File: config.mk
export PLATFORM = sky130hd
export DESIGN_NAME = i2c_ctrl
export DESIGN_NICKNAME = d
export VERILOG_FILES = /design/src/core/i2c_ctrl_pkg.sv /design/src/core/i2c_ctrl.sv
export VERILOG_INCLUDE_DIRS = /design/src /design/src/core
export SDC_FILE = /design/constraint.sdc
export NUM_CORES = 1
export LEC_CHECK = 0
export ABC_AREA = 1
export BUFFER_PORTS_ARGS = -buffer_cell sky130_fd_sc_hd__buf_4
export CAP_MARGIN = 40
export CELL_PAD_IN_SITES_DETAIL_PLACEMENT = 1
export CELL_PAD_IN_SITES_GLOBAL_PLACEMENT = 1
export CORE_MARGIN = 8
export CORE_UTILIZATION = 37
export DETAILED_ROUTE_END_ITERATION = 12
export PLACE_DENSITY_LB_ADDON = 0.3
export SETUP_SLACK_MARGIN = 0.4
export SYNTH_ARGS = -nofsm -noshare
export SYNTH_HDL_FRONTEND = slang
export SYNTH_SLANG_ARGS = --single-unit
File: constraint.sdc
create_clock -name i_clk -period 1.5 [get_ports i_clk]
set_input_delay 0.3 -clock i_clk [delete_from_list [all_inputs] [get_ports i_clk]]
set_output_delay 0.3 -clock i_clk [all_outputs]
set_load 0.05 [all_outputs]
File: src/core/i2c_ctrl_consts.svh
// Constants for the two-wire bus controller
// Notes on behaviour
// - Data line changes only while clock low; stable while clock high.
// - Master makes exactly one clock pulse per data bit.
// - Bit operations use idle,A,B,C,D phases; stop uses idle,A,B,C.
// - A byte read is eight single-bit read commands.
// - Start: data falls while clock high; detector flags it.
// - Stop: data rises while clock high; detector flags it.
// - Only master generates start and stop; slave never does.
// - Busy holds through repeated start, clears after stop.
// - First byte: seven address bits then direction, 0 write 1 read.
// - Slave receiver acknowledges only its own address and the bytes after it.
// - Master clocks the ninth acknowledge bit; no new operation during it.
// - Override enable replaces address bit 0 with override value.
// - Override clear: address lsb gives direction.
// - Slave after reset; master when mode set with core enable and ten-bit cleared.
// - Three modes: master tx/rx, slave rx.
// - Slave rx mode matches the programmed own address.
// - Events: start, stop, timeout, master done, slave received.
// - Repeated start continues transfer without an intervening stop.
// - Control word holds enable, irq enable, mode, ten-bit, override fields.
// - Bus idle when both lines high.
// - Units are nine bits: eight data msb first, then acknowledge.
`ifndef I2C_CTRL_CONSTS_SVH
`define I2C_CTRL_CONSTS_SVH
`define CLK_HZ 25000000
`define BUS_HZ 100000
`define PHASE_CYCLES (`CLK_HZ / (`BUS_HZ * 4))
`define CTL_CORE_EN 0
`define CTL_IRQ_EN 1
`define CTL_MODE 2
`define CTL_TEN_BIT_ADDR_SELECT 3
`define CTL_OVR_VAL 4
`define CTL_OVR_EN 5
`define BITS_PER_BYTE 4'h8
`define BUSY_HOLD_CYCLES 16'h0080
`endif

File: src/core/i2c_ctrl_pkg.sv
// Types for the two-wire bus controller
package i2c_ctrl_pkg;
    typedef enum logic [5:0] {
        BIT_IDLE = 6'h01,
        BIT_A = 6'h02,
        BIT_B = 6'h04,
        BIT_C = 6'h08,
        BIT_D = 6'h10,
        BIT_DONE = 6'h20
    } bit_state_type;
    typedef enum logic [2:0] {
        CMD_NONE = 3'h0,
        CMD_START = 3'h1,
        CMD_STOP = 3'h2,
        CMD_WRITE = 3'h3,
        CMD_READ = 3'h4
    } bit_cmd_type;
    typedef enum logic [7:0] {
        BY_IDLE = 8'h01,
        BY_START = 8'h02,
        BY_SHIFT = 8'h04,
        BY_ACK = 8'h08,
        BY_STOP = 8'h10,
        BY_WAIT = 8'h20,
        BY_SADDR = 8'h40,
        BY_SDATA = 8'h80
    } byte_state_type;
    typedef struct packed {
        logic start_det;
        logic stop_det;
        logic timeout;
        logic master_done;
        logic slave_rx;
    } event_type;
    typedef struct packed {
        logic [6:0] addr;
        logic rw;
    } addr_byte_type;
endpackage : i2c_ctrl_pkg

File: src/core/i2c_ctrl.sv
// Two-wire bus controller, master and slave, bit and byte engines
`include "i2c_ctrl_consts.svh"
module i2c_ctrl
    import i2c_ctrl_pkg::*;
#(
    parameter int PHASE = `PHASE_CYCLES
) (
    // Clock and reset
    input wire logic i_clk,
    input wire logic i_sys_rst,
    // Control
    input wire logic [31:0] i_control_register,
    input wire logic [6:0] i_own_slave_address_register,
    input wire logic [15:0] i_timeout_limit,
    // Master requests
    input wire logic i_go,
    input wire logic [7:0] i_tx_data,
    input wire logic i_send_start,
    input wire logic i_send_stop,
    input wire logic i_read,
    input wire logic i_is_address,
    input wire logic i_ack_to_send,
    // Results
    output logic o_done,
    output logic [7:0] o_rx_data,
    output logic o_ack_seen,
    output logic o_busy,
    output logic o_slave_mode,
    output event_type o_events,
    output logic o_irq,
    // Bus pins
    input wire logic i_scl,
    input wire logic i_sda,
    output logic o_scl_oe,
    output logic o_sda_oe,
    output logic o_scl_out,
    output logic o_sda_out
);
    // ----------------------------------------------------------------
    // Pin synchronisers and condition detection
    // ----------------------------------------------------------------
    logic [1:0] scl_sync, sda_sync;
    logic scl_q, sda_q;
    always_ff @(posedge i_clk) begin
        if (i_sys_rst) begin
            scl_sync <= 2'h3;
            sda_sync <= 2'h3;
            scl_q <= 1'b1;
            sda_q <= 1'b1;
        end else begin
            scl_sync <= {scl_sync[0], i_scl};
            sda_sync <= {sda_sync[0], i_sda};
            scl_q <= scl_sync[1];
            sda_q <= sda_sync[1];
        end
    end
    wire logic scl_s = scl_sync[1];
    wire logic sda_s = sda_sync[1];
    wire logic start_seen = scl_s && scl_q && sda_q && !sda_s;
    wire logic stop_seen = scl_s && scl_q && !sda_q && sda_s;
    wire logic scl_rise = scl_s && !scl_q;
    wire logic scl_fall = !scl_s && scl_q;
    wire logic bus_idle = scl_s && sda_s;

    // Busy holds across repeated start, drops some time after stop
    logic bus_busy;
    logic [15:0] idle_cnt;
    always_ff @(posedge i_clk) begin
        if (i_sys_rst) begin
            bus_busy <= 1'b0;
            idle_cnt <= 16'h0;
        end else if (start_seen) begin
            bus_busy <= 1'b1;
            idle_cnt <= 16'h0;
        end else if (bus_busy && bus_idle && idle_cnt != 16'hffff) begin
            idle_cnt <= idle_cnt + 16'h1;
            if (idle_cnt >= `BUSY_HOLD_CYCLES)
                bus_busy <= 1'b0;
        end else if (!bus_idle) begin
            idle_cnt <= 16'h0;
        end
    end

    // ----------------------------------------------------------------
    // Control fields and phase timer
    // ----------------------------------------------------------------
    wire logic core_enable_bit = i_control_register[`CTL_CORE_EN];
    wire logic irq_enable_bit = i_control_register[`CTL_IRQ_EN];
    wire logic mode_bit = i_control_register[`CTL_MODE];
    wire logic ten_bit_addr_select = i_control_register[`CTL_TEN_BIT_ADDR_SELECT];
    wire logic dir_override_value = i_control_register[`CTL_OVR_VAL];
    wire logic dir_override_enable = i_control_register[`CTL_OVR_EN];
    // Master only once mode set with core enable dropped; ten-bit unsupported
    wire logic master_sel = mode_bit && !core_enable_bit && !ten_bit_addr_select;

    logic [15:0] ph_cnt;
    wire logic ph_tick = (ph_cnt == 16'(PHASE - 1));
    always_ff @(posedge i_clk) begin
        if (i_sys_rst || ph_tick)
            ph_cnt <= 16'h0;
        else
            ph_cnt <= ph_cnt + 16'h1;
    end

    // ----------------------------------------------------------------
    // Bit-level engine
    // ----------------------------------------------------------------
    bit_state_type bst;
    bit_cmd_type bcmd;
    logic bit_out, bit_in, scl_drv_low, sda_drv_low;
    wire logic bit_done = (bst == BIT_DONE);
    // Clock stretching: phase C waits until the clock line is actually high
    wire logic stretch = (bst == BIT_C) && !scl_s;
    wire logic last_phase = (bst == BIT_D) || (bst == BIT_C && bcmd == CMD_STOP);
    bit_cmd_type issue_cmd;
    logic issue_bit;
    always_ff @(posedge i_clk) begin
        if (i_sys_rst) begin
            bst <= BIT_IDLE;
            bcmd <= CMD_NONE;
            bit_out <= 1'b1;
            bit_in <= 1'b0;
            scl_drv_low <= 1'b0;
            sda_drv_low <= 1'b0;
        end else begin
            case (bst)
                BIT_IDLE: if (issue_cmd != CMD_NONE && ph_tick) begin
                    bcmd <= issue_cmd;
                    bit_out <= issue_bit;
                    bst <= BIT_A;
                    case (issue_cmd)
                        CMD_START: begin sda_drv_low <= 1'b0; end
                        CMD_STOP: begin sda_drv_low <= 1'b1; end
                        CMD_WRITE: begin sda_drv_low <= !issue_bit; end
                        default: begin sda_drv_low <= 1'b0; end
                    endcase
                end
                BIT_A: if (ph_tick) begin
                    bst <= BIT_B;
                    scl_drv_low <= 1'b0;
                end
                BIT_B: if (ph_tick) begin
                    bst <= BIT_C;
                    if (bcmd == CMD_START)
                        sda_drv_low <= 1'b1;
                    if (bcmd == CMD_STOP)
                        sda_drv_low <= 1'b0;
                end
                BIT_C: if (ph_tick && !stretch) begin
                    bit_in <= sda_s;
                    bst <= last_phase ? BIT_DONE : BIT_D;
                end
                BIT_D: if (ph_tick) begin
                    if (bcmd != CMD_STOP)
                        scl_drv_low <= 1'b1;
                    bst <= BIT_DONE;
                end
                BIT_DONE: bst <= BIT_IDLE;
                default: bst <= BIT_IDLE;
            endcase
        end
    end

    // ----------------------------------------------------------------
    // Byte-level engine (master) and slave receiver
    // ----------------------------------------------------------------
    byte_state_type by;
    logic [7:0] shreg;
    logic [3:0] bit_cnt;
    logic do_read, ack_bit;
    logic [15:0] low_cnt;
    addr_byte_type abyte;
    always_comb begin
        abyte = addr_byte_type'(i_tx_data);
        if (i_is_address && dir_override_enable)
            abyte.rw = dir_override_value;
        // Otherwise the lsb of the programmed address is the direction
    end
    wire logic byte_active = (by == BY_START || by == BY_SHIFT || by == BY_ACK || by == BY_STOP);
    always_comb begin
        issue_cmd = CMD_NONE;
        issue_bit = 1'b1;
        case (by)
            BY_START: issue_cmd = CMD_START;
            BY_SHIFT: begin
                issue_cmd = do_read ? CMD_READ : CMD_WRITE;
                issue_bit = shreg[7];
            end
            BY_ACK: begin
                issue_cmd = do_read ? CMD_WRITE : CMD_READ;
                issue_bit = i_ack_to_send;
            end
            BY_STOP: issue_cmd = CMD_STOP;
            default: issue_cmd = CMD_NONE;
        endcase
    end

    logic [2:0] sl_cnt;
    logic [7:0] sl_shift;
    logic sl_addr_phase, sl_hit, sl_ack_drive, sl_ack_pend, sl_ack_want, sl_in_ack;
    wire logic addr_match = (sl_shift[6:0] == i_own_slave_address_register);
    event_type ev;
    always_ff @(posedge i_clk) begin
        if (i_sys_rst) begin
            by <= BY_IDLE;
            shreg <= 8'h0;
            bit_cnt <= 4'h0;
            do_read <= 1'b0;
            ack_bit <= 1'b1;
            o_done <= 1'b0;
            o_rx_data <= 8'h0;
            o_ack_seen <= 1'b0;
            low_cnt <= 16'h0;
            sl_cnt <= 3'h0;
            sl_shift <= 8'h0;
            sl_addr_phase <= 1'b0;
            sl_hit <= 1'b0;
            sl_ack_drive <= 1'b0;
            sl_ack_pend <= 1'b0;
            sl_ack_want <= 1'b0;
            sl_in_ack <= 1'b0;
            ev <= '0;
        end else begin
            o_done <= 1'b0;
            ev <= '0;
            ev.start_det <= start_seen;
            ev.stop_det <= stop_seen;
            low_cnt <= (scl_s || by == BY_IDLE) ? 16'h0 : low_cnt + 16'h1;
            case (by)
                BY_IDLE: if (i_go && master_sel) begin
                    shreg <= abyte;
                    do_read <= i_read;
                    bit_cnt <= 4'h0;
                    by <= i_send_start ? BY_START : BY_SHIFT;
                end
                BY_START: if (bit_done) by <= BY_SHIFT;
                BY_SHIFT: if (bit_done) begin
                    shreg <= {shreg[6:0], bit_in};
                    bit_cnt <= bit_cnt + 4'h1;
                    if (bit_cnt == `BITS_PER_BYTE - 4'h1)
                        by <= BY_ACK;
                end
                BY_ACK: if (bit_done) begin
                    ack_bit <= bit_in;
                    by <= i_send_stop ? BY_STOP : BY_WAIT;
                end
                BY_STOP: if (bit_done) by <= BY_WAIT;
                BY_WAIT: begin
                    o_done <= 1'b1;
                    o_rx_data <= shreg;
                    o_ack_seen <= !ack_bit;
                    ev.master_done <= 1'b1;
                    by <= BY_IDLE;
                end
                default: by <= BY_IDLE;
            endcase
            if (byte_active && low_cnt >= i_timeout_limit && i_timeout_limit != 16'h0) begin
                ev.timeout <= 1'b1;
                by <= BY_IDLE;
            end
            // Slave receiver: samples on clock rise, never drives start/stop
            if (start_seen) begin
                sl_cnt <= 3'h0;
                sl_addr_phase <= 1'b1;
                sl_hit <= 1'b0;
                sl_ack_drive <= 1'b0;
                sl_ack_pend <= 1'b0;
                sl_in_ack <= 1'b0;
            end else if (!master_sel && scl_rise && !sl_in_ack) begin
                sl_shift <= {sl_shift[6:0], sda_s};
                sl_cnt <= sl_cnt + 3'h1;
                if (sl_cnt == 3'h7) begin
                    if (sl_addr_phase)
                        sl_hit <= addr_match;
                    else if (sl_hit) begin
                        o_rx_data <= {sl_shift[6:0], sda_s};
                        ev.slave_rx <= 1'b1;
                    end
                    sl_ack_pend <= 1'b1;
                    sl_ack_want <= sl_addr_phase ? addr_match : sl_hit;
                    sl_addr_phase <= 1'b0;
                end
            end else if (scl_fall && sl_ack_pend) begin
                // Ack only once the clock is low, else it would look like a start
                sl_ack_pend <= 1'b0;
                sl_in_ack <= 1'b1;
                sl_ack_drive <= sl_ack_want;
            end else if (scl_fall && sl_in_ack) begin
                // Release after the ack clock falls, never while it is high
                sl_in_ack <= 1'b0;
                sl_ack_drive <= 1'b0;
            end
        end
    end

    // ----------------------------------------------------------------
    // Registered outputs
    // ----------------------------------------------------------------
    always_ff @(posedge i_clk) begin
        if (i_sys_rst) begin
            o_busy <= 1'b0;
            o_slave_mode <= 1'b1;
            o_events <= '0;
            o_irq <= 1'b0;
            o_scl_oe <= 1'b0;
            o_sda_oe <= 1'b0;
            o_scl_out <= 1'b0;
            o_sda_out <= 1'b0;
        end else begin
            o_busy <= bus_busy;
            o_slave_mode <= !master_sel;
            o_events <= ev;
            o_irq <= irq_enable_bit && (ev != '0);
            o_scl_oe <= master_sel && scl_drv_low;
            o_sda_oe <= master_sel ? sda_drv_low : sl_ack_drive;
            o_scl_out <= 1'b0;
            o_sda_out <= 1'b0;
        end
    end
endmodule : i2c_ctrl

Word-level counts from Yosys, hierarchy flattened:

Index checks and enable logic that the tools add are counted.

* register bits after elaboration: 129
* input bits: 73
* output and inout bits: 22

* add/subtract/negate cells: 5
* magnitude comparators: 2
* eq/ne operators: 37
* multiplexer cells: 62
* bitwise operators: 3
* reduce and logical (&&, ||, !) cells: 75

Operator list (count)
* $mux W8: 14
* $add A16 B1 Y16 const B: 3
* $mux W6: 7
* $pmux W8 S5: 1
* $mux W16: 2
* $pmux W6 S5: 1
* $logic_and A1 B1 Y1: 26
* $mux W1: 25
* $reduce_and A2 Y1: 10
* $reduce_bool A2 Y1: 9
* $eq A16 B6 Y1 const B: 1
* $ge A16 B16 Y1: 1
* $ge A16 B8 Y1 const B: 1
* $ne A16 B16 Y1 const B: 1
* $ne A2 B2 Y1 const B: 8
* $pmux W8 S2: 1
* $reduce_bool A16 Y1: 1
* $ne A2 B1 Y1 const B: 6
* $pmux W3 S4: 1
* $logic_not A1 Y1: 11
* $eq A3 B2 Y1 const B: 3
* $mux W3: 3
* $eq A8 B1 Y1 const B: 1
* $eq A8 B2 Y1 const B: 1
* other kinds (31): 46

Logic depth before layout (Yosys ltp):

* depth in word-level cells: 8
* gate-level depth with buffers: 14

Worst setup path before layout:

OpenSTA, ideal clock, no wires.

* path type: flip-flop to flip-flop
* start: reg idle_cnt[1]
* end: reg idle_cnt[5]
* data arrival time: 1.436 ns
* data required time: 1.368 ns
* path slack: -0.068 ns
* stages on the path, launching flop included: 10
* clock period less this slack: 1.568 ns
* cell sequence: dfxtp_1 ha_1 nand2_1 nor2_2 nand2_2 o21a_1 buf_6 buf_2 nand3_1 a21oi_1

* longest elaborated chain between the ends: 3
* elaborated cells between the ends (all ways): 5
* classes of those cells: add/sub: 1; eq/ne: 2; mux: 1; reduce/logical: 1

Ends and longest elaborated chain
* start, declared: RTL line i2c_ctrl.sv:67 `logic [15:0] idle_cnt;`
* start signal, assigned: RTL line i2c_ctrl.sv:76 `idle_cnt <= idle_cnt + 16'h1;`
* parallel branches: the longest is 3 deep, another holds $add A16 B1 Y16

Parallel ways; which one is timed is not known.
A chain may end at the register's enable or synchronous reset.

Worst setup path in the final report:

* start: reg bst[0]
* end: reg sda_drv_low

* longest elaborated chain between the ends: 3
* elaborated cells between the ends (all ways): 8
* classes of those cells: eq/ne: 5; mux: 1; reduce/logical: 2

Ends and longest elaborated chain
* start, declared: RTL line i2c_ctrl.sv:108 `bit_state_type bst;`
* start signal, assigned: RTL line i2c_ctrl.sv:151 `bst <= last_phase ? BIT_DONE : BIT_D;`
* $eq A6 B3 Y1 / $eq A6 B1 Y1 (equally long branches): RTL line i2c_ctrl.sv:126 `case (bst)`
* $ne A3 B3 Y1 (no line), or another cell as far along
* $reduce_and A4 Y1 (no line)
* end signal, assigned: RTL line i2c_ctrl.sv:134 `CMD_WRITE: begin sda_drv_low <= !issue_bit; end`
* end, declared: RTL line i2c_ctrl.sv:110 `logic bit_out, bit_in, scl_drv_low, sda_drv_low;`

Several ways; a longest one is shown, not always the timed one.

==> metrics.md <==
| Metric | Value |
|---|---|
| Routed vias | 8271 |
| Post-DR wirelength/cell | 24.79 um |
| Total grt overflow | 0 |
| Final worst slack | -0.2927 ns |
| WS Path Type | flip-flop to flip-flop |
| Die area | 21970 um^2 |
| CP max FO | 3 |
| Pre-CTS WS | -0.2200 ns |
| Dpl hpwl | 15350 um |
| Seq/Total Area, Yosys | 39.30% |
| Power Density | 957.3 nW/um^2 |
| Layout Cells excl Fill | 1431 |
| Most common cell in the netlist | nand2_1 |
| Clock Path Buffers | 2 |
| Xor/xnor share of the synthesized area | 1.219% |
| Yosys cell types | 39 |
| FF/Latch Area | 2670 um^2 |
| Fill cells | 2025 |
| Number of synthesized flops with an enable pin | 0 |
| Post-Synth Simple-Gate Area | 32.73% |
| Pwr Total | 10.59 mW |
| Maximum VDD drop | 951.3 uV |
| Worst Max-Slew Pin Slew | 0.5076 ns |
| Synthesized instance count | 944 |
| Worst-skew pair later-pin latency | 0.45 ns |
| Clock transition at path regs | 0.07 ns |
| First-pass DRT Iterations | 5 |
| Worst Setup SP | bst[0] |
| Largest family of logic cells by synthesized area | simple AND/OR/NAND/NOR gates |
| Total CTS buffers | 17 |
| Rows | 48 |
| MaxCap Viol Count | 0 |
| Final Critical Period | 1.793 ns |
| Placed Cells | 1314 |
| Final Cycle Share | 119.5% |
| # hold bufs at CTS | 0 |
| Most frequent cells after synthesis | nand2_1 (198), inv_1 (135), dfxtp_1 (127), nor2_1 (116), nand3_1 (75) |
| CP Launch Type | flip-flop |
| Die Wd | 148.2 um |
| Die Y | 148.2 um |
| Sw Ratio | 34.34% |
| Clock sink count | 127 |
| Layout cells sized above 1 | 53.73% |
| Setup violators final | 59 |
| HP Start | i_sda |
| Clk pwr share | 40.9% |
| Via-to-Cell Ratio | 5.780 |
| Crit Reg-Reg Startpoint | bst[0] |
| Flop pwr share | 34.1% |
| Initial antenna violation count | 0 |
| Synth warn | 0 |
| Area grow syn2layout | 70.99% |
| Synth Flop Type | dfxtp_1 |
| TritonCTS clock tree | done |
| Yosys reg bits | 127 |
| I/O Pins | 95 |
| PortBufs | 66 |
| Total track usage | 24.22% |
| Yosys top cell by area | dfxtp_1 |
| Largest net degree at the start of global routing | 29 |
| RSZ-0062 raised after global routing | yes |
| CP required | 1.88 ns |
| LEAKAGE | 4.660 nW |
| Starting Density | 37.66% |
| Int Power | 6.952 mW |
| Drt total wl | 35480 um |
| Net switching power | 3.636 mW |
| First-pass GRT wire length | 42460 um |
| Hold Path Class | primary input to flip-flop |
| Vias in the first global route | 8246 |
| Avg Cell Area, Syn | 6.852 um^2 |
| Layout Skew | 0.01334 ns |
| Setup TNS | -6.044 ns |
| Worst hold margin | 0.06322 ns |
| H-tree levels | 4 |
| Status | complete, but fails checks |
| Post-synth ARST share | 0% |
| Final #Nets | 1290 |
| Syn Std Cell Area | 6469 um^2 |
| Adder-Cell Fraction of Synth Area | 4.642% |
| Multi-input gate area | 4727 um^2 |
| Antenna-violating nets left | 0 |
| Iter 0 DRT Violations | 689 |
| Comb pwr share | 25.0% |
| Rel. slew slack | 65.85% |
| Setup crit end kind | flip-flop |
| Synth top area share | 39.30% |
| Mux cell area share after synthesis | 0.6383% |
| Max-slew violations | 0 |
| CTS Root Cell | clkbuf_16 |
| Failing checks | setup timing |
| Ant diodes | 0 |
| Gpl congestion | 0.8639 |
| Total core area | 17180 um^2 |
| Post-synthesis compound-gate area fraction | 11.91% |
| Largest cells by area after synthesis | dfxtp_1 (39%), nand2_1 (11%), inv_1 (7.8%) |
| Final hold vios | 0 |
| Number of remaining DRC errors | 0 |
| Fmax | 557.8 MHz |
| WP data arrival | 2.17 ns |
[area by class of cell]
class / count / share of cell area [%]
clock buffer: 19 / 4.095
clock inverter: 13 / 1.165
inverter: 138 / 5.181
multi-input combinational: 663 / 42.74
sequential: 127 / 24.14
tap: 225 / 2.545
timing repair buffer: 245 / 20.07
timing repair inverter: 1 / 0.06787
[metal layers]
metal | vias to the layer above | GRT usage [%] | share of wire, %
met1 | 4115 | 25.71 | 38
met3 | 169 | 4.710 | 6.3
met4 | 0 | 11.78 | 5.8
li1 | 3572 | - | -
met2 | 415 | 44.93 | 50
met5 | - | 0 | 0
[critical path, cell delays in order, from the launching register on]
cell and delay [ns]:
dfxtp_1 0.40, inv_1 0.10, nor2_1 0.20, nand3_1 0.26, nand2_1 0.26, and2_1 0.17
nand2_1 0.07, nand2_1 0.08, nand2_1 0.07, nor2_1 0.12
[power groups by stage]
stage               sequential (mW)  combinational, mW  clock, mW
global placement               3.65               1.56          0
global route                   3.62               2.71       4.43
floorplan                      3.67              0.926          0
detailed placement             3.66               1.62          0
CTS                            3.59               1.93       4.19
finish                         3.61               2.65       4.33
[cells in the final DEF, fill, tap and decap left out, types with 6 or more instances in the layout]
master,Yosys,final
o21ai_2,1,25
nand2_2,2,40
ha_1,24,6
inv_4,0,10
nand4_1,26,26
nand3_1,75,40
nor2_2,2,20
nor2_4,4,32
buf_8,0,23
or2_2,13,7
nor3_1,22,12
nand2_1,198,141
a21oi_1,68,31
or2_4,0,6
dfxtp_4,0,19
dfxtp_2,0,45
ha_4,0,16
nand2_4,0,18
nor2_1,116,72
buf_6,1,40
buf_4,3,178
o21ai_1,2,20
nor3_4,1,6
inv_1,135,99
dfxtp_1,127,63
nand3_4,0,8
o21ai_0,68,23
a21oi_2,0,35
inv_2,3,26
nand3_2,0,27
clkbuf_16,0,17
[timing repair]
| item | in CTS | in global routing |
|---|---|---|
| resized for setup | 215 | 224 |
| gates cloned | 4 | 0 |
| setup buffers | 51 | 30 |
| endpoints found under the setup margin | 126 | 130 |
| pin swaps | 65 | 97 |
[through the flow]
| stage | util, % | cell area (um^2) |
|---|---|---|
| final | 64.39 | 11060 |
| after detailed placement | 48.70 | 8364 |
| after global placement | 48.70 | 8364 |
| after CTS | 58.90 | 10120 |
| after floorplan | - | 6998 |
| after global routing | 64.39 | 11060 |
[kinds of logic after synthesis]
group,Yosys count
flops,127
simple gates,474
buf+inv,157
fa+ha+maj,24
compound gates,148
xor+xnor,9
other cells,1
mux,4
[final timing paths]
check | endpoint | slack [ns] | cells after the start
hold / removal | sda_sync[0] | 0.06 | 2
hold reg to reg | scl_sync[1] | 0.43 | 1
setup reg to reg | sda_drv_low | -0.29 | 9
setup / recovery | sda_drv_low | -0.29 | 9
[flip-flops by register name, summed over array words and instances, names as in the netlist, 4 cells and up]
register   cells
idle_cnt      16
low_cnt       16
ph_cnt        16
ev             5
bst            6
shreg          8
bit_cnt        4
by             6
o_events       5
sl_shift       7
o_rx_data      8
No activity file was read; power rests on OpenSTA's default activity.
